### config.mk
export PLATFORM = sky130hd
export DESIGN_NAME = pisoshift
export DESIGN_NICKNAME = d
export VERILOG_FILES = /design/src/inc/pisoshift_pkg.sv /design/src/rtl/pisoshift.sv
export SDC_FILE = /design/constraint.sdc
export NUM_CORES = 1
export LEC_CHECK = 0
export BUFFER_PORTS_ARGS = -buffer_cell sky130_fd_sc_hd__buf_2
export CORE_AREA = 2 2 79 81
export CTS_BUF_LIST = sky130_fd_sc_hd__clkbuf_16
export DETAILED_ROUTE_END_ITERATION = 10
export DIE_AREA = 0 0 81 83
export PLACE_DENSITY_LB_ADDON = 0.05
export SLEW_MARGIN = 20
export SYNTH_ARGS = -nofsm -noshare
export SYNTH_HDL_FRONTEND = slang
export SYNTH_SLANG_ARGS = --single-unit
### constraint.sdc
create_clock -name i_clock -period 6.24 [get_ports i_clock]
set_clock_uncertainty 0.1 [all_clocks]
set_input_delay 0.624 -clock i_clock [delete_from_list [all_inputs] [get_ports i_clock]]
set_output_delay 0.624 -clock i_clock [all_outputs]
set_load 0.01 [all_outputs]
### src/inc/pisoshift_pkg.sv
// constants for the parallel-in serial-out shifter and its output stream fifo
package pisoshift_pkg;
  localparam int STAGE_COUNT = 8;
  localparam int MSB_POS = 7;
  localparam int SYNC_DEPTH = 3;
  localparam logic [7:0] STAGE_RESET = 8'h00;
  localparam logic [2:0] SYNC_RESET = 3'h0;
  localparam int STREAM_WIDTH = 1;
  localparam int STREAM_DEPTH = 8;
  localparam int STREAM_CNT_W = 4;
  localparam int CLOCK_PERIOD_NS = 20;

  typedef enum logic [1:0] {
    LOAD_type_HOLD = 2'b01,
    LOAD_type_LOAD = 2'b10
  } load_state_type;
endpackage : pisoshift_pkg

### src/rtl/pisoshift.sv
// parallel-in serial-out shifter with gated dual shift clocks and output stream fifo
`timescale 1ns/1ps

module stream_fifo #(
  parameter int WIDTH = 1,
  parameter int DEPTH = 8,
  parameter int CNT_W = 4
) (
  input wire logic i_clock, // system clock
  input wire logic i_rstn, // async reset, active low
  input wire logic i_ce, // clock enable
  input wire logic i_in_valid, // write request
  output logic o_in_ready, // room for a word
  input wire logic [WIDTH-1:0] i_in_data, // word written
  output logic o_out_valid, // head word present
  input wire logic i_out_ready, // reader takes head
  output logic [WIDTH-1:0] o_out_data // head word
);
  logic [WIDTH-1:0] mem_ff [DEPTH];
  logic [CNT_W-1:0] count_ff;
  logic valid_ff;
  logic ready_ff;
  logic push;
  logic pop;
  logic [CNT_W-1:0] nxt_count;
  logic [CNT_W-1:0] wr_idx;

  assign push = i_in_valid && ready_ff;
  assign pop = valid_ff && i_out_ready;
  assign nxt_count = count_ff + CNT_W'(push) - CNT_W'(pop);
  // head always lives in entry zero, so the read port is a flop
  assign wr_idx = pop ? count_ff - CNT_W'(1) : count_ff;

  always_ff @(posedge i_clock or negedge i_rstn) begin
    if (!i_rstn) begin
      count_ff <= '0;
      valid_ff <= 1'b0;
      ready_ff <= 1'b1;
    end else if (i_ce) begin
      count_ff <= nxt_count;
      valid_ff <= nxt_count != '0;
      ready_ff <= nxt_count != CNT_W'(DEPTH);
    end
  end

  always_ff @(posedge i_clock or negedge i_rstn) begin
    if (!i_rstn) begin
      for (int i = 0; i < DEPTH; i++) begin
        mem_ff[i] <= '0;
      end
    end else if (i_ce) begin
      for (int i = 0; i < DEPTH; i++) begin
        if (push && CNT_W'(i) == wr_idx) begin
          mem_ff[i] <= i_in_data;
        end else if (pop) begin
          mem_ff[i] <= (i == DEPTH - 1) ? '0 : mem_ff[(i + 1) % DEPTH];
        end
      end
    end
  end

  // ready is its own flop so the top's stream_ready comes straight from a register
  assign o_in_ready = ready_ff;
  assign o_out_valid = valid_ff;
  assign o_out_data = mem_ff[0];

  property p_count_bound;
    @(posedge i_clock) disable iff (!i_rstn)
    (count_ff <= CNT_W'(DEPTH)) && (ready_ff == (count_ff != CNT_W'(DEPTH)));
  endproperty
  a_count_bound: assert property (p_count_bound) else $error("stream fifo count out of step");
endmodule : stream_fifo

////////////////////////////////////////////////////////////////////////////////

module pisoshift
  import pisoshift_pkg::*;
(
  input wire logic i_clock, // system clock, 50 MHz
  input wire logic i_rstn, // async reset, active low
  input wire logic i_ce, // clock enable, freezes all state when low
  input wire logic i_load_n, // parallel load, active low
  input wire logic [7:0] i_par_in, // parallel data
  input wire logic i_serial_in, // serial data into the low stage
  input wire logic i_shift_clk_a, // first shift clock or enable
  input wire logic i_shift_clk_b, // second shift clock or enable
  output logic o_msb_out, // top stage
  output logic o_msb_out_n, // top stage inverted
  output logic o_stream_ready, // stream fifo has room, shifts stall when low
  output logic o_stream_valid, // shifted-out bit available
  output logic o_stream_bit, // oldest shifted-out bit
  input wire logic i_stream_ready // consumer takes stream bit
);
  localparam int SYNC_N = 12;

  logic [SYNC_N-1:0] sync1_ff;
  logic [SYNC_N-1:0] sync2_ff;
  logic [SYNC_N-1:0] sync3_ff;
  logic [SYNC_N-1:0] filt_ff;
  logic f_load_n;
  logic f_clk_a;
  logic f_clk_b;
  logic f_serial;
  logic [7:0] f_par;
  logic comb_clk;
  logic comb_prev_ff;
  logic clk_edge;
  logic fifo_ready;
  logic shift_go;
  logic [7:0] stage_ff;
  logic [7:0] nxt_stage;
  logic msb_n_ff;
  load_state_type load_state;

  ////////////////////////////////////////////////////////////////////////////////
  // pin synchronisers: a change is accepted once stages two and three agree

  function automatic logic [SYNC_N-1:0] agree_filter(input logic [SYNC_N-1:0] a,
                                                     input logic [SYNC_N-1:0] b,
                                                     input logic [SYNC_N-1:0] held);
    agree_filter = (a & b) | (held & (a | b));
  endfunction : agree_filter

  always_ff @(posedge i_clock or negedge i_rstn) begin
    if (!i_rstn) begin
      sync1_ff <= {SYNC_N{1'b1}};
      sync2_ff <= {SYNC_N{1'b1}};
      sync3_ff <= {SYNC_N{1'b1}};
      filt_ff <= {SYNC_N{1'b1}};
    end else if (i_ce) begin
      sync1_ff <= {i_load_n, i_shift_clk_a, i_shift_clk_b, i_serial_in, i_par_in};
      sync2_ff <= sync1_ff;
      sync3_ff <= sync2_ff;
      filt_ff <= agree_filter(sync2_ff, sync3_ff, filt_ff);
    end
  end

  assign {f_load_n, f_clk_a, f_clk_b, f_serial, f_par} = filt_ff;

  ////////////////////////////////////////////////////////////////////////////////
  // merged shift clock and shift decision

  assign comb_clk = f_clk_a | f_clk_b;
  // a clock already high masks the other's rising edge
  assign clk_edge = comb_clk && !comb_prev_ff;
  assign load_state = f_load_n ? LOAD_type_HOLD : LOAD_type_LOAD;
  // a full stream fifo stalls the chain rather than losing a bit
  assign shift_go = (load_state == LOAD_type_HOLD) && clk_edge && fifo_ready;

  always_ff @(posedge i_clock or negedge i_rstn) begin
    if (!i_rstn) begin
      comb_prev_ff <= 1'b1;
    end else if (i_ce) begin
      comb_prev_ff <= comb_clk;
    end
  end

  ////////////////////////////////////////////////////////////////////////////////
  // stage chain

  always_comb begin
    case (load_state)
      LOAD_type_LOAD: nxt_stage = f_par;
      LOAD_type_HOLD: nxt_stage = shift_go ? {stage_ff[6:0], f_serial} : stage_ff;
      default: nxt_stage = stage_ff;
    endcase
  end

  always_ff @(posedge i_clock or negedge i_rstn) begin
    if (!i_rstn) begin
      stage_ff <= STAGE_RESET;
      msb_n_ff <= ~STAGE_RESET[MSB_POS];
    end else if (i_ce) begin
      stage_ff <= nxt_stage;
      msb_n_ff <= ~nxt_stage[MSB_POS];
    end
  end

  assign o_msb_out = stage_ff[MSB_POS];
  assign o_msb_out_n = msb_n_ff;
  assign o_stream_ready = fifo_ready;

  ////////////////////////////////////////////////////////////////////////////////
  // bits leaving the top stage queue for the consumer

  stream_fifo #(
    .WIDTH(STREAM_WIDTH),
    .DEPTH(STREAM_DEPTH),
    .CNT_W(STREAM_CNT_W)
  ) u_stream_fifo (
    .i_clock(i_clock),
    .i_rstn(i_rstn),
    .i_ce(i_ce),
    .i_in_valid(shift_go),
    .o_in_ready(fifo_ready),
    .i_in_data(stage_ff[MSB_POS]),
    .o_out_valid(o_stream_valid),
    .i_out_ready(i_stream_ready),
    .o_out_data(o_stream_bit)
  );

  ////////////////////////////////////////////////////////////////////////////////
  // checks

  property p_hold_stable;
    @(posedge i_clock) disable iff (!i_rstn)
    (i_ce && f_load_n && !shift_go) |=> $stable(stage_ff);
  endproperty
  a_hold_stable: assert property (p_hold_stable) else $error("stages moved without a shift");

  property p_load_copy;
    @(posedge i_clock) disable iff (!i_rstn)
    (i_ce && !f_load_n) |=> (stage_ff == $past(f_par));
  endproperty
  a_load_copy: assert property (p_load_copy) else $error("load did not copy parallel data");

  property p_load_blocks;
    @(posedge i_clock) disable iff (!i_rstn)
    (i_ce && !f_load_n && !comb_prev_ff && comb_clk)
      |-> !shift_go ##1 (stage_ff == $past(f_par));
  endproperty
  a_load_blocks: assert property (p_load_blocks) else $error("shift during load");

  property p_complement;
    @(posedge i_clock) disable iff (!i_rstn)
    1'b1 |=> (o_msb_out_n == !o_msb_out) && (o_msb_out == stage_ff[MSB_POS]);
  endproperty
  a_complement: assert property (p_complement) else $error("serial outputs not complementary");

  property p_serial_entry;
    @(posedge i_clock) disable iff (!i_rstn)
    (i_ce && shift_go) |=> (stage_ff[0] == $past(f_serial));
  endproperty
  a_serial_entry: assert property (p_serial_entry) else $error("serial input not captured");

  property p_edge_shifts;
    @(posedge i_clock) disable iff (!i_rstn)
    (i_ce && f_load_n && fifo_ready && !f_clk_b && $rose(f_clk_a) && !comb_prev_ff)
      |-> shift_go ##1 (stage_ff[7:1] == $past(stage_ff[6:0]));
  endproperty
  a_edge_shifts: assert property (p_edge_shifts) else $error("rising clock did not shift");

  property p_either_clock;
    @(posedge i_clock) disable iff (!i_rstn)
    (f_load_n && fifo_ready && !comb_prev_ff && (f_clk_a || f_clk_b)) |-> shift_go;
  endproperty
  a_either_clock: assert property (p_either_clock) else $error("clock b edge ignored");

  property p_disable_holds;
    @(posedge i_clock) disable iff (!i_rstn)
    (i_ce && f_load_n && comb_prev_ff && f_clk_b && $past(f_clk_b))
      |-> !shift_go ##1 $stable(stage_ff[7:1]);
  endproperty
  a_disable_holds: assert property (p_disable_holds) else $error("shift while disabled");

  property p_ce_freeze;
    @(posedge i_clock) disable iff (!i_rstn)
    !i_ce |=> $stable(stage_ff) && $stable(o_msb_out_n);
  endproperty
  a_ce_freeze: assert property (p_ce_freeze) else $error("state changed with enable low");

  // a full fifo drops the shift edge rather than losing the bit
  property p_stall_holds;
    @(posedge i_clock) disable iff (!i_rstn)
    (i_ce && f_load_n && !fifo_ready) |=> $stable(stage_ff);
  endproperty
  a_stall_holds: assert property (p_stall_holds) else $error("chain moved with stream fifo full");

  property p_push_bit;
    @(posedge i_clock) disable iff (!i_rstn)
    (i_ce && shift_go && !o_stream_valid)
      |=> o_stream_valid && (o_stream_bit == $past(o_msb_out));
  endproperty
  a_push_bit: assert property (p_push_bit) else $error("shifted-out bit not queued");

  // shifts since the last load, read only by the coverage below
  logic [3:0] shift_cnt_ff;

  always_ff @(posedge i_clock or negedge i_rstn) begin
    if (!i_rstn) begin
      shift_cnt_ff <= 4'h0;
    end else if (i_ce) begin
      if (load_state == LOAD_type_LOAD) begin
        shift_cnt_ff <= 4'h0;
      end else if (shift_go && shift_cnt_ff != 4'(STAGE_COUNT)) begin
        shift_cnt_ff <= shift_cnt_ff + 4'h1;
      end
    end
  end

  c_load: cover property (@(posedge i_clock) disable iff (!i_rstn) !f_load_n ##1 f_load_n);
  c_shift8: cover property (@(posedge i_clock) disable iff (!i_rstn)
    shift_cnt_ff == 4'(STAGE_COUNT));
  c_disabled: cover property (@(posedge i_clock) disable iff (!i_rstn)
    f_clk_b && $rose(f_clk_a));
  c_fifo_full: cover property (@(posedge i_clock) disable iff (!i_rstn) !fifo_ready);
endmodule : pisoshift

=== Word-level counts from Yosys, hierarchy flattened ===
Cells that the tools add are included.
Widths: inputs -> output; s select.

* Bits of input ports: 16
* Word-level logic and storage cells: 93
* Output and inout port bits: 5
* Register bits: 72

* $add $sub $neg: 3
* Multiplexer cells: 20
* Bitwise logic cells: 6
* Reductions and logical operators: 34
* Eq/ne operators: 11

{| class="wikitable"
|+ Operator list
! kind !! count
|-
| $and 12x12->12 || 2
|-
| $or 12x12->12 || 2
|-
| $reduce_bool 2->1 || 9
|-
| $eq 3x4->1 const A || 4
|-
| $mux 1 || 16
|-
| $pmux 8 s2 || 1
|-
| $reduce_and 2->1 || 8
|-
| $logic_and 1x1->1 || 13
|-
| $eq 2x4->1 const A || 2
|-
| $mux 8 || 1
|-
| $add 4x1->4 || 1
|-
| $eq 1x4->1 const A || 1
|-
| $logic_not 4->1 || 1
|-
| $mux 4 || 1
|-
| $ne 4x4->1 const B || 1
|-
| $reduce_bool 4->1 || 1
|-
| $sub 4x1->4 || 1
|-
| $sub 4x1->4 const B || 1
|-
| $reduce_and 3->1 || 1
|-
| $eq 2x1->1 const B || 1
|-
| $eq 2x2->1 const B || 1
|-
| $mux 2 || 1
|-
| $ne 2x2->1 const B || 1
|-
| $logic_not 1->1 || 1
|-
| 2 further kinds || 2
|}

=== Logic depth before layout (Yosys ltp) ===
Gate-level depths: netlist of run 1.

* Word-level depth: 8
* Gate-level depth with buffers: 11
* Gate-level depth less buffers: 10

=== By module ===
Synthesis of run 1 repeated with hierarchy kept, for this count alone.

* Cell total of the unflattened synthesis: 316
* Area, all modules: 3,575.9 sq um

{| class="wikitable"
|+ By module, submodules not included
! module !! seq. area each (sq um) !! cells each !! area each (sq um) !! times used
|-
| pisoshift || 1,514.0 || 210 || 2,563.7 || 1
|-
| stream_fifo || 351.6 || 106 || 1,012.2 || 1
|}

=== Worst setup path after synthesis of run 1 ===
OpenSTA, ideal clock, no wires.

* Kind: input to register
* Start point: input port i_stream_ready
* End point: register u_stream_fifo.valid_ff, in the netlist u_stream_fifo.o_out_valid
* Slack: 3.598 ns
* Required time: 6.019 ns
* Stages: 11
* Data arrival time: 2.421 ns
* Buffers on the path: 1
* Path through: and2_1 buf_6 ha_1 inv_1 ha_1 inv_1 fa_1 nand2_1 nor2_1 nand2_1 o22a_1

* Word-level cells in the longest chain between the ends: 3

{| class="wikitable"
|+ RTL lines
! element !! RTL line !! source
|-
| from (decl) || pisoshift.sv:92 || <nowiki>input wire logic i_stream_ready</nowiki>
|-
| $logic_and 1x1->1 || pisoshift.sv:29 || <nowiki>assign pop = valid_ff && i_out_ready;</nowiki>
|-
| $sub 4x1->4 || pisoshift.sv:30 || <nowiki>assign nxt_count = count_ff + CNT_W'(push) - CNT_W'(pop);</nowiki>
|-
| $reduce_bool 4->1 || pisoshift.sv:41 || <nowiki>valid_ff <= nxt_count != '0;</nowiki>
|-
| to (signal assigned) || pisoshift.sv:37 || <nowiki>valid_ff <= 1'b0;</nowiki>
|-
| to (signal assigned) || pisoshift.sv:41 ||
|-
| to (decl) || pisoshift.sv:21 || <nowiki>logic valid_ff;</nowiki>
|}

No other way between the ends.
A chain may end at the register's enable or synchronous reset.

=== Worst setup path in the final report of run 1 ===
* Start point: register filt_ff[11]
* End point: register u_stream_fifo.valid_ff, in the netlist u_stream_fifo.o_out_valid

* Word-level cells in the longest chain between the ends: 8

{| class="wikitable"
|+ RTL lines
! element !! RTL line !! source
|-
| from (decl) || pisoshift.sv:99 || <nowiki>logic [SYNC_N-1:0] filt_ff;</nowiki>
|-
| from (signal assigned) || pisoshift.sv:129 || <nowiki>filt_ff <= {SYNC_N{1'b1}};</nowiki>
|-
| from (signal assigned) || pisoshift.sv:134 || <nowiki>filt_ff <= agree_filter(sync2_ff, sync3_ff, filt_ff);</nowiki>
|-
| $mux 2 || pisoshift.sv:146 || <nowiki>assign load_state = f_load_n ? LOAD_type_HOLD : LOAD_type_LOAD;</nowiki>
|-
| $eq 2x1->1 || pisoshift.sv:148 || <nowiki>assign shift_go = (load_state == LOAD_type_HOLD) && clk_edge && fifo_ready;</nowiki>
|-
| $logic_and 1x1->1 (2 in a row) || pisoshift.sv:148 ||
|-
| $logic_and 1x1->1 || pisoshift.sv:28 || <nowiki>assign push = i_in_valid && ready_ff;</nowiki>
|-
| $add 4x1->4 || pisoshift.sv:30 ||
|-
| $sub 4x1->4 || pisoshift.sv:30 ||
|-
| $reduce_bool 4->1 || pisoshift.sv:41 ||
|}

No other way between the ends.

==> reports/results.txt, run 1 <==
The clock insertion delay at the later pin of the skew report was 0.32 ns; the count of cells resized by post-cts repair was 0. Met2 usage in global routing: 30.1%. The largest fanout of any net on the critical path works out to 18. At the placement stage, the worst setup path has a slack of 3.32 ns. The clock input transition at the sequential cells of the worst setup and hold paths is 0.06 ns. The layout cell share with drive strength beyond 1 works out to 37.2%.

For this run, the share of the core covered by cells in the final layout is 65.7%. The detailed router placed 2,220 vias in this run. For met1 alone, demand over resource in global routing was 25.7%. The worst-case IR drop observed on VDD is 0.000237 V.

The start point of the critical path was filt_ff[11]$_DFFE_PN1P_. The most utilized layer in the global route result was met2. When the netlist entered floorplanning its net count stood at 318.

The flip-flop cell with the highest count after synthesis is sky130_fd_sc_hd__dfstp_2. The worst setup path is launched from a register. Hold repair after CTS inserted 0 buffers. The share of the synthesized area in the top cell type is 39.6%. For the worst setup path, the data arrival time is 2.90 ns. The layout has 474 filler cells. The antenna diode count was 0; the required time of the worst setup path was 6.35 ns. In this run the remaining antenna-violating nets after routing total 0.

The sum of internal, switching and leakage power is 1740 uW, and the number of buffer cells added on primary ports is 20. Setup slack on the worst reg-to-reg path comes out at 3.45 ns. TritonCTS built the clock tree.

The worst path in the final design needs a cycle of 2.79 ns, including I/O delays and setup. In the global route stage, met3 resource usage came out at 5.43%. The run finished with clean final reports. In this run the most critical hold path is launched from sync3_ff[5]$_DFFE_PN1P_. For the top achievable clock speed, the log shows 0.358 GHz. After layout, the worst path uses 44.7% of the clock period.

After routing, the total negative slack on setup checks comes to 0 ns. CTS built an H-tree with a depth of 3. The tools report the clock tree root buffer cell as sky130_fd_sc_hd__clkbuf_16.

The initialized floorplan defines 28 standard-cell rows. Once layout is done, the placed cells without fillers occupy 3820 um^2. The startpoint identified for the worst register-to-register timing path is filt_ff[11]$_DFFE_PN1P_.

Number of hold-slack violations in the final timing report: 0. The actual slew at the worst max-slew pin works out to 0.858 ns. For the initial antenna violation count, the log shows 0.

Headroom to the max-slew limit came out at 42.8%. Synthesis warning total: 0. Sequential share of the synthesized area: 55.2%.

The worst hold path belongs to the class register to register. Ratio of total power to cell area: 456 nW/um^2. Across every metal layer, demand over resource in global routing totals 19.4%. The vertical extent of the die works out to 83 um. The tools report the critical path capture point type as a register. The count of final setup violators was 0. Setup repair after global routing left no endpoint under its margin. 21 I/O pins were placed.

Detailed placement ended at an HPWL of 3690 um. The count of flip-flops with a built-in enable after synthesis was 0; the detailed-route DRC error count was 0. The first global-routing pass estimated 10,100 um of wire.

The floorplan step defined a die boundary enclosing 6720 um^2. Relative to the synthesized area, the layout overhead comes to 13.0%. sky130_fd_sc_hd__dfstp_2 takes more of the synthesized area than any other cell. Total wire length: 5810 um. The post-CTS setup-driven buffer insertion count was 0.

The longest clock path from root to sink contains 2 buffers. The DRC violation total after the first TritonRoute iteration is 95. After synthesis the cells add up to 3380 um^2. The congestion estimate from routability-driven global placement came to 0.777. The worst register-to-register path has a depth of 9. The run gives 336 as the final layout net count. Synthesis instantiated 35 different standard cells from the library. The most critical setup path has its endpoint at u_stream_fifo.o_out_valid$_DFFE_PN0P_. The average detailed-routed wire length per instance came out at 14.8 um. The number of detailed-route iterations in the first pass is 4, and the share of synthesized registers carrying an async set or reset is 100%. Once the floorplan was initialized, standard cells occupied 58.1% of the core.

For the number of clock buffers inserted by TritonCTS, the log shows 9. The reg-to-reg endpoint was u_stream_fifo.o_out_valid$_DFFE_PN0P_. Synthesis produced 294 cells. CTS saw 72 sinks. The post-detailed-route via-to-cell ratio was 5.66.

After global routing the overflow that remains totals 0. Max-cap violations in this run came to 0. In this run, synthesis produced a sequential element count of 72.

Entering global routing, the biggest net connects 73 pins. The category of the critical setup timing path was register to register. The cell leakage power is 0.00169 uW.

Each instance of the synthesized netlist takes up on average 11.5 um^2. The tools report the number of pins with negative max-slew slack in the final report as 0. Yosys attributes the largest share of cell area to sky130_fd_sc_hd__dfstp_2 (40%), sky130_fd_sc_hd__dfrtp_1 (16%), sky130_fd_sc_hd__mux2_2 (8.3%). In this run the cell area measured after placement is 3510 um^2. The die is 81 um wide.

The logs give 3.45 ns for the worst setup margin and 2,204 for the number of global-route vias before repair. The placeable core area came out at 5820 um^2.
-- cell usage after synthesis, types with 10 or more instances --
cell type / number
sky130_fd_sc_hd__mux2i_1: 17
sky130_fd_sc_hd__inv_1: 21
sky130_fd_sc_hd__nand2_1: 18
sky130_fd_sc_hd__dfrtp_1: 21
sky130_fd_sc_hd__nor2_1: 10
sky130_fd_sc_hd__a22o_1: 14
sky130_fd_sc_hd__a21oi_1: 23
sky130_fd_sc_hd__dfstp_2: 51
sky130_fd_sc_hd__o21ai_0: 40
sky130_fd_sc_hd__mux2_2: 25
-- sequential cells by signal, summed over array words and instances, names as in the netlist --
register / flops
sync2_ff: 12
u_stream_fifo.o_out_valid: 1
stage_ff: 8
u_stream_fifo.count_ff: 4
u_stream_fifo.o_out_data: 1
sync1_ff: 12
o_msb_out_n: 1
u_stream_fifo.mem_ff: 7
comb_prev_ff: 1
sync3_ff: 12
u_stream_fifo.o_in_ready: 1
filt_ff: 12
-- layout by cell type, fill, tap and decap left out, types with 3 or more instances in the layout --
cell                         n
sky130_fd_sc_hd__o21ai_0    40
sky130_fd_sc_hd__nand4_1     7
sky130_fd_sc_hd__dfrtp_1    21
sky130_fd_sc_hd__buf_2      20
sky130_fd_sc_hd__nor2_1     10
sky130_fd_sc_hd__nand3_1     3
sky130_fd_sc_hd__inv_1      22
sky130_fd_sc_hd__dfstp_2    51
sky130_fd_sc_hd__a21oi_1    23
sky130_fd_sc_hd__ha_1        7
sky130_fd_sc_hd__clkbuf_16  10
sky130_fd_sc_hd__a22o_1     14
sky130_fd_sc_hd__mux2i_1    17
sky130_fd_sc_hd__xnor2_1     3
sky130_fd_sc_hd__mux2_2     25
sky130_fd_sc_hd__nand2_1    18
-- kinds of logic (layout without fill, tap and decap cells) --
kind of cell,count (synthesis),in the layout,share of synthesized area [%]
xor+xnor,4,4,1.59
compound gates,85,85,14.7
simple gates,47,47,7.40
fa+ha+maj,8,8,3.18
mux,42,42,13.4
buf+inv,36,59,4.59
flops,72,72,55.2
-- power breakdown --
part           switching, uW  internal (uW)
logic                    264            217
registers                101            642
clock network            186            331
total                    550           1190
-- layer usage --
metal | up-vias | routed length [um]
li1 | 1075 | -
met1 | 1094 | 2790
met2 | 41 | 2760
met3 | 10 | 170
met4 | 0 | 92
met5 | - | 0
-- worst min-delay path by stage --
stage	to	cells past startpoint
floorplan	stage_ff[0]$_DFFE_PN0P_	0
finish	filt_ff[5]$_DFFE_PN1P_	2
detailed placement	filt_ff[5]$_DFFE_PN1P_	2
CTS	filt_ff[5]$_DFFE_PN1P_	2
global placement	o_msb_out_n$_DFFE_PN1P_	2
global route	sync3_ff[5]$_DFFE_PN1P_	2
-- layout make-up --
type                            count  area [um^2]  area share (%)
Clock buffer                       10          250            6.55
Inverter                           21         78.8            2.06
Clock inverter                      6         56.3            1.47
Multi-Input combinational cell    186         1360            35.6
Sequential cell                    72         1870            48.8
Timing Repair Buffer               22          115            3.01
Tap cell                           75         93.8            2.46
-- worst max-delay path, stage by stage (launching register included) --
cell                      delay (ns)
sky130_fd_sc_hd__dfstp_2        0.58
sky130_fd_sc_hd__nand2_2        0.07
sky130_fd_sc_hd__nor3_4         0.59
sky130_fd_sc_hd__ha_1           0.30
sky130_fd_sc_hd__inv_1          0.07
sky130_fd_sc_hd__fa_1           0.50
sky130_fd_sc_hd__nand2_1        0.05
sky130_fd_sc_hd__nor2_1         0.16
sky130_fd_sc_hd__nand2_1        0.08
sky130_fd_sc_hd__o22a_1         0.17
-- stage by stage --
stage	std cells	hold WS [ns]
after CTS	392	0.395
after floorplan	294	0.228
after global placement	376	0.376
after global routing	392	0.407
after detailed placement	376	0.383
final	392	0.388
Power figures use the tool's default switching activity.
==> run 2: changes to the inputs <==
- clock period: 6.24 -> 2.7 ns (I/O delays scaled with it)
==> run 2 against run 1 <==
Net effect: hold slack got worse by 0.31 ns; core utilization up 0.84 points; global-route usage hardly changed; cell count is 1.0% higher; setup slack got worse by 3.2 ns; via count up 0.14%; critical path depth is the same; first-iteration DRC count shrank 1.1%; largest power group unchanged; highest routed layer unchanged.
==> reports/results.txt, run 2 (same netlist as run 1, synthesis figures left out) <==
Clock tree root buffer cell: sky130_fd_sc_hd__clkbuf_16 (unchanged). The worst-case hold slack was 0.0785 ns (was 0.388 ns); the number of global-route vias before repair was 2,172 (was 2,204). Switching share of power: 30.9% (was 31.6%). The tools report the final standard cell area without fillers as 3870 um^2 (was 3820 um^2). The clock input transition at the sequential cells of the worst setup and hold paths is 0.06 ns (about the same), and the post-CTS setup-driven buffer insertion count is 0 (unchanged).

The layout overhead on the synthesized area was 14.4% (was 13.0%); the count of H-tree levels built during CTS was 3 (unchanged). Endpoint of the worst hold-timing path: sync1_ff[3]$_DFFE_PN1P_ (was filt_ff[5]$_DFFE_PN1P_). The run gives 0 (unchanged) as the antenna diode count. The clock sink count is 72 (unchanged). The logs give 5760 um (was 5810 um) for the total wire length and 19.4% (about the same) for the total routing resource utilization after global routing.

The number of clock buffers inserted by TritonCTS was 9 (unchanged). Ratio of total power to cell area: 1050 nW/um^2 (was 456 nW/um^2). The final layout net count was 340 (was 336). Critical Path, Cell by Cell: and2_1, ha_1, inv_1, ha_1, inv_1, fa_1, xnor2_1, nand2_1, o22a_1 (was nand2_2, nor3_4, ha_1, inv_1, fa_1, nand2_1, nor2_1, nand2_1, o22a_1).

The sum of internal, switching and leakage power came out at 4060 uW (was 1740 uW). The logs give 2 (unchanged) for the clock tree buffer depth and 2800 uW (was 1190 uW) for the internal power component. Setup repair after global routing left no endpoint under its margin. The floorplan row count came out at 28 (unchanged).

Element type at the critical path start: a register (unchanged). The sequential cell fraction of total power is 42.3% (was 42.7%), and the internal reg-to-reg setup slack is 0.24 ns (was 3.45 ns). Top library cells by usage in the layout, fill and taps aside: sky130_fd_sc_hd__dfstp_2 (51), sky130_fd_sc_hd__o21ai_0 (40), sky130_fd_sc_hd__mux2_2 (25), sky130_fd_sc_hd__a21oi_1 (23) (was sky130_fd_sc_hd__dfstp_2 (51), sky130_fd_sc_hd__o21ai_0 (40), sky130_fd_sc_hd__mux2_2 (25), sky130_fd_sc_hd__a21oi_1 (23), sky130_fd_sc_hd__inv_1 (22)). The type of the most critical hold path is input pin to register (was register to register). The cell leakage power was 0.00170 uW (was 0.00169 uW); the worst path buffer plus inverter count was 2 (was 1). The clock power share was 30.1% (was 29.7%); the number of hold-slack violations in the final timing report was 0 (unchanged). The arrival time at the worst endpoint was 2.57 ns (was 2.90 ns); the share of power burned in combinational logic was 27.6% (about the same). The tools report the number of top-level pins as 21 (unchanged). The number of buffer cells added on primary ports was 20 (unchanged); the count of max-cap constraint violations was 0 (unchanged). The tools report the full die area as 6720 um^2 (unchanged). The tools report the total placed instance area as 3550 um^2 (was 3510 um^2).

For the wire length of the first global-routing pass, the log shows 10,200 um (was 10,100 um). The number of nets with antenna violations after routing is 0 (unchanged). Start of the worst register-to-register path: u_stream_fifo.o_out_valid$_DFFE_PN0P_ (was filt_ff[11]$_DFFE_PN1P_).

The initial cell density of the core is 58.1% (unchanged). Number of cells traversed by the worst register-to-register path: 9 (unchanged). The tools report the net load switching power as 1250 uW (was 550 uW).

The final critical delay including setup and external delays is 2.46 ns (was 2.79 ns). Top achievable clock speed: 0.407 GHz (was 0.358 GHz). The count of final setup violators is 0 (unchanged), and the layout cell share with drive strength beyond 1 is 37.4% (was 37.2%). The average detailed-routed wire length per instance works out to 14.6 um (was 14.8 um). The largest fanout of any net on the critical path was 7 (was 18). The delay of the slowest cell on the worst path is 0.40 ns (was 0.59 ns). Vertical extent of the die: 83 um (unchanged).

The run gives 49 (was 73) as the largest net degree at the start of global routing. The detailed-route DRC error count came out at 0 (unchanged). The HPWL after detailed placement is 3730 um (was 3690 um), and the hold-critical path depth is 2 (unchanged). For the initial antenna violation count, the log shows 0 (unchanged). The critical path capture point type is a register (unchanged). The number of buffers inserted for hold repair after clock tree synthesis was 1 (was 0). The worst supply voltage drop on vdd came out at 0.000523 V (was 0.000237 V). The horizontal die dimension works out to 81 um (unchanged). Critical path's top delay family: adder cells (was simple AND/OR/NAND/NOR gates). The tools report the number of detailed-route iterations in the first pass as 4 (unchanged).

The cell with the biggest individual delay on the critical path is sky130_fd_sc_hd__dfrtp_1 (was sky130_fd_sc_hd__nor3_4). Most common cell after layout, fill and taps aside: sky130_fd_sc_hd__dfstp_2 (unchanged). Sum of negative setup slack: 0 ns (unchanged). The reg-to-reg endpoint was u_stream_fifo.o_out_valid$_DFFE_PN0P_ (unchanged). The post-detailed-route via-to-cell ratio is 5.61 (was 5.66). The tools report the count of cells resized by post-cts repair as 0 (unchanged).

The launch instance of the worst min-delay path is i_par_in[3] (was sync3_ff[5]$_DFFE_PN1P_). The clock insertion delay at the later pin of the skew report was 0.32 ns (about the same); the max-slew headroom at the worst pin was 52.7% (was 42.8%). The fraction of the cycle the final worst path needs was 91.0% (was 44.7%). Category of the critical setup timing path: register to register (unchanged).

The placeable core area came out at 5820 um^2 (unchanged). The tools report the DRC violation total after the first TritonRoute iteration as 94 (was 95). The run finished with clean final reports.

The number of pins with negative max-slew slack in the final report was 0 (unchanged). For the final RePlAce weighted congestion, the log shows 0.809 (was 0.777). The total grt overflow is 0 (unchanged). The required time of the worst setup path is 2.81 ns (was 6.35 ns). TritonCTS built the clock tree. The actual slew at the worst max-slew pin is 0.708 ns (was 0.858 ns). The run gives 2,223 (was 2,220) as the detailed-route via count.
[run 2: power by group through the flow]
stage | Combinational (uW) | Sequential [uW] | Clock, uW
finish | 1120 | 1720 | 1220
global route | 1270 | 1760 | 1300
CTS | 1120 | 1720 | 1250
detailed placement | 1120 | 1730 | 0
global placement | 1090 | 1720 | 0
floorplan | 893 | 1660 | 0
[run 2: routing by layer]
metal | vias up | wire length [um] | global-route usage, %
met5 | - | 0 | 0
met4 | 0 | 74 | 9.24
met3 | 6 | 143 | 3.59
met2 | 34 | 2640 | 29.0
met1 | 1103 | 2900 | 27.3
li1 | 1080 | - | -
[run 2: how the worst max path moves through the flow]
stage	startpoint	to	slack [ns]	depth (start not counted)
5_1_grt	u_stream_fifo.o_out_valid$_DFFE_PN0P_	u_stream_fifo.o_out_valid$_DFFE_PN0P_	0.04	9
4_1_cts	u_stream_fifo.o_out_valid$_DFFE_PN0P_	u_stream_fifo.o_out_valid$_DFFE_PN0P_	0.25	9
6_report	u_stream_fifo.o_out_valid$_DFFE_PN0P_	u_stream_fifo.o_out_valid$_DFFE_PN0P_	0.24	9
2_1_floorplan	u_stream_fifo.o_out_valid$_DFFE_PN0P_	u_stream_fifo.o_out_valid$_DFFE_PN0P_	0.22	11
3_3_place_gp	u_stream_fifo.o_out_valid$_DFFE_PN0P_	u_stream_fifo.o_out_valid$_DFFE_PN0P_	0.31	10
3_5_place_dp	u_stream_fifo.o_out_valid$_DFFE_PN0P_	u_stream_fifo.o_out_valid$_DFFE_PN0P_	0.27	9
[run 2: cell type report]
class                           instances  area (um^2)
Timing Repair Buffer                   26          160
Multi-Input combinational cell        186         1360
Fill cell                             453         1950
Clock buffer                            9          225
Sequential cell                        72         1870
Tap cell                               75         93.8
Inverter                               21         78.8
Clock inverter                          7         85.1
[run 2: stage by stage]
stage	setup slack [ns]	utilization, %	cells
final	0.243	66.5	396
after CTS	0.255	66.5	396
after global routing	0.0394	66.5	396
after global placement	0.309	61.0	379
after detailed placement	0.267	61.0	379
after floorplan	0.222	-	294
[run 2: worst reg2reg max path, stage by stage (launching register included)]
cell,delay (ns)
sky130_fd_sc_hd__dfrtp_1,0.40
sky130_fd_sc_hd__and2_1,0.26
sky130_fd_sc_hd__ha_1,0.37
sky130_fd_sc_hd__inv_1,0.10
sky130_fd_sc_hd__ha_1,0.16
sky130_fd_sc_hd__inv_1,0.06
sky130_fd_sc_hd__fa_1,0.38
sky130_fd_sc_hd__xnor2_1,0.28
sky130_fd_sc_hd__nand2_1,0.08
sky130_fd_sc_hd__o22a_1,0.16
==> run 3: changes to the inputs <==
- CORE_AREA: 2 2 79 81 -> 8 8 85 87
- CTS_CLUSTER_DIAMETER: not set -> 60
- DIE_AREA: 0 0 81 83 -> 0 0 93 95
- SLEW_MARGIN: 20 -> 0
==> run 3 against run 2 <==
Net effect: register-to-register slack is essentially flat; via count decreased by 0.45%; setup slack worse by 0.0080 ns; cell count grew 0.25%; clock power fell by 7%; critical path depth up 1; highest routed layer unchanged.
==> reports/results.txt, run 3 (same netlist as run 1, synthesis figures left out) <==
The cell leakage power came out at 0.00170 uW (about the same). Setup repair after global routing left no endpoint under its margin. The run gives 28.3% (was 27.6%) as the share of power burned in combinational logic. For the antenna diode count, the log shows 0 (unchanged).

Start of the worst register-to-register path: u_stream_fifo.o_out_valid$_DFFE_PN0P_ (unchanged). The switching share of power was 31.9% (was 30.9%). Worst supply voltage drop on vdd: 0.000870 V (was 0.000523 V). Initial antenna violation count: 0 (unchanged). The run finished with clean final reports. The run gives 0 (unchanged) as the count of max-cap constraint violations. The destination of the critical timing path is u_stream_fifo.o_out_valid$_DFFE_PN0P_ (unchanged).

The total grt overflow is 0 (unchanged), and the sum of negative setup slack is 0 ns (unchanged). Wire length of the first global-routing pass: 10,700 um (was 10,200 um). The run gives 0 (unchanged) as the number of pins with negative max-slew slack in the final report. The actual slew at the worst max-slew pin works out to 0.776 ns (was 0.708 ns). The final layout net count was 341 (was 340).

The hold-critical path depth came out at 2 (unchanged). Most common cell after layout, fill and taps aside: sky130_fd_sc_hd__dfstp_2 (unchanged). Category of the critical setup timing path: register to register (unchanged).

The HPWL after detailed placement is 3810 um (was 3730 um). The fraction of the cycle the final worst path needs works out to 91.3% (was 91.0%). The logs give 397 (was 396) for the number of standard cells in the layout, taps in and fillers out and 5820 um^2 (unchanged) for the placeable core area.

The final critical delay including setup and external delays was 2.47 ns (was 2.46 ns). For the top achievable clock speed, the log shows 0.406 GHz (was 0.407 GHz). The horizontal die dimension was 93 um (was 81 um). The clock power share is 28.4% (was 30.1%), and the internal reg-to-reg setup slack is 0.23 ns (was 0.24 ns). The tools report the element type at the critical path start as a register (unchanged).

The run gives 0.32 ns (about the same) as the clock insertion delay at the later pin of the skew report. Top library cells by usage in the layout, fill and taps aside: sky130_fd_sc_hd__dfstp_2 (51), sky130_fd_sc_hd__o21ai_0 (40), sky130_fd_sc_hd__mux2_2 (25), sky130_fd_sc_hd__a21oi_1 (23) (unchanged). The clock sink count was 72 (unchanged); the floorplan row count was 28 (unchanged).

The number of cells traversed by the worst register-to-register path was 10 (was 9); the layout cell share with drive strength beyond 1 was 37.6% (was 37.4%). The detailed-route DRC error count is 0 (unchanged). The start point of the critical path was u_stream_fifo.o_out_valid$_DFFE_PN0P_ (unchanged). The number of buffer cells added on primary ports works out to 20 (unchanged).

The detailed-route via count came out at 2,213 (was 2,223). The logs give 0.236 ns (was 0.267 ns) for the worst setup slack after placement and 2.58 ns (was 2.57 ns) for the arrival time at the worst endpoint. The tools report the max-slew headroom at the worst pin as 48.2% (was 52.7%). The run gives 15.2% (was 19.4%) as the total routing resource utilization after global routing. The number of clock buffers inserted by TritonCTS came out at 9 (unchanged). The DRC violation total after the first TritonRoute iteration was 82 (was 94). The ratio of total power to cell area came out at 1030 nW/um^2 (was 1050 nW/um^2).

The clock tree buffer depth came out at 2 (unchanged). The run gives 43.3% (was 42.3%) as the sequential cell fraction of total power. Reg-to-reg endpoint: u_stream_fifo.o_out_valid$_DFFE_PN0P_ (unchanged). For the initial cell density of the core, the log shows 58.1% (unchanged).

The internal power component is 2710 uW (was 2800 uW). The worst setup margin was 0.235 ns (was 0.243 ns); the number of global-route vias before repair was 2,217 (was 2,172). The average detailed-routed wire length per instance was 15.1 um (was 14.6 um); the largest fanout of any net on the critical path was 7 (unchanged). The number of detailed-route iterations in the first pass is 4 (unchanged), and the count of H-tree levels built during CTS is 3 (unchanged).

The clock input transition at the sequential cells of the worst setup and hold paths is 0.06 ns (about the same), and the largest net degree at the start of global routing is 73 (was 49). The post-CTS setup-driven buffer insertion count is 0 (unchanged), and the vertical extent of the die is 95 um (was 83 um). The layout overhead on the synthesized area is 14.0% (was 14.4%). The run gives 21 (unchanged) as the number of top-level pins.

The filler cell count in the final layout came out at 468 (was 453). The post-detailed-route via-to-cell ratio is 5.57 (was 5.61). For the number of placed cells counting well taps, the log shows 380 (was 379).

The net load switching power is 1270 uW (was 1250 uW), and the final RePlAce weighted congestion is 0.860 (was 0.809). The number of nets with antenna violations after routing is 0 (unchanged). The full die area was 8840 um^2 (was 6720 um^2); the required time of the worst setup path was 2.81 ns (about the same). TritonCTS built the clock tree. The run gives 6010 um (was 5760 um) as the total wire length. The launch instance of the worst min-delay path was i_par_in[2] (was i_par_in[3]). The tools report the critical path capture point type as a register (unchanged).

For the number of hold-slack violations in the final timing report, the log shows 0 (unchanged). The tools report the clock tree root buffer cell as sky130_fd_sc_hd__clkbuf_16 (unchanged). The type of the most critical hold path is input pin to register (unchanged). The count of final setup violators was 0 (unchanged).
==> run 3: cell count changes in the layout (fill, tap and decap cells not counted), sizes merged <==
cell / before / now
buf: 25 / 26
bufinv: 2 / 1
clkinv: 3 / 5
clkinvlp: 1 / 0
==> run 3: worst max-delay path: stages, from the launching register on <==
cell and delay [ns]:
sky130_fd_sc_hd__dfrtp_1 0.40, sky130_fd_sc_hd__and2_1 0.25, sky130_fd_sc_hd__ha_1 0.37, sky130_fd_sc_hd__inv_1 0.10, sky130_fd_sc_hd__ha_1 0.16, sky130_fd_sc_hd__inv_1 0.05, sky130_fd_sc_hd__fa_1 0.49, sky130_fd_sc_hd__nand2_1 0.05
sky130_fd_sc_hd__nor2_1 0.14, sky130_fd_sc_hd__nand2_1 0.08, sky130_fd_sc_hd__o22a_1 0.16
==> run 3: area by class of cell <==
| type | count | area [um^2] | area share, % |
|---|---|---|---|
| clock buffer | 9 | 225 | 5.85 |
| inverter | 21 | 78.8 | 2.05 |
| multi-input combinational | 186 | 1360 | 35.3 |
| sequential | 72 | 1870 | 48.4 |
| timing repair buffer | 27 | 168 | 4.35 |
| tap | 75 | 93.8 | 2.44 |
| clock inverter | 7 | 61.3 | 1.59 |
==> run 3: how the worst min path moves through the flow <==
stage,to,slack (ns)
global route,sync1_ff[6]$_DFFE_PN1P_,0.07
finish,sync1_ff[2]$_DFFE_PN1P_,0.07
detailed placement,stage_ff[0]$_DFFE_PN0P_,0.23
CTS,sync1_ff[2]$_DFFE_PN1P_,0.07
global placement,stage_ff[2]$_DFFE_PN0P_,0.23
floorplan,stage_ff[0]$_DFFE_PN0P_,-0.13
==> run 3: through the flow <==
stage	hold WS [ns]	util, %	total power [uW]	cell area (um^2)
after floorplan	-0.126	-	2560	3380
after global placement	0.227	61.1	2810	3560
after detailed placement	0.226	61.1	2850	3560
after CTS	0.0661	66.2	4010	3850
after global routing	0.0664	66.2	4250	3850
final	0.0743	66.2	3980	3850
==> run 3: repair_timing <==
item / 4_1_cts / 5_1_grt
hold buffers: 1 / 0
resized for setup: 0 / 0
endpoints found under the hold margin: 21 / 0
==> run 3: layer usage <==
metal  GRT usage, %  part of all wire, %
met5              0                    0
met4           7.25                  1.8
met3           3.25                  3.2
met2           24.0                   47
met1           19.5                   48
==> run 3: power by group through the flow <==
stage / Sequential (uW) / Clock [uW] / Combinational, uW
5_1_grt: 1770 / 1200 / 1270
4_1_cts: 1720 / 1160 / 1130
6_report: 1720 / 1130 / 1120
3_5_place_dp: 1730 / 0 / 1120
2_1_floorplan: 1660 / 0 / 893
3_3_place_gp: 1720 / 0 / 1090
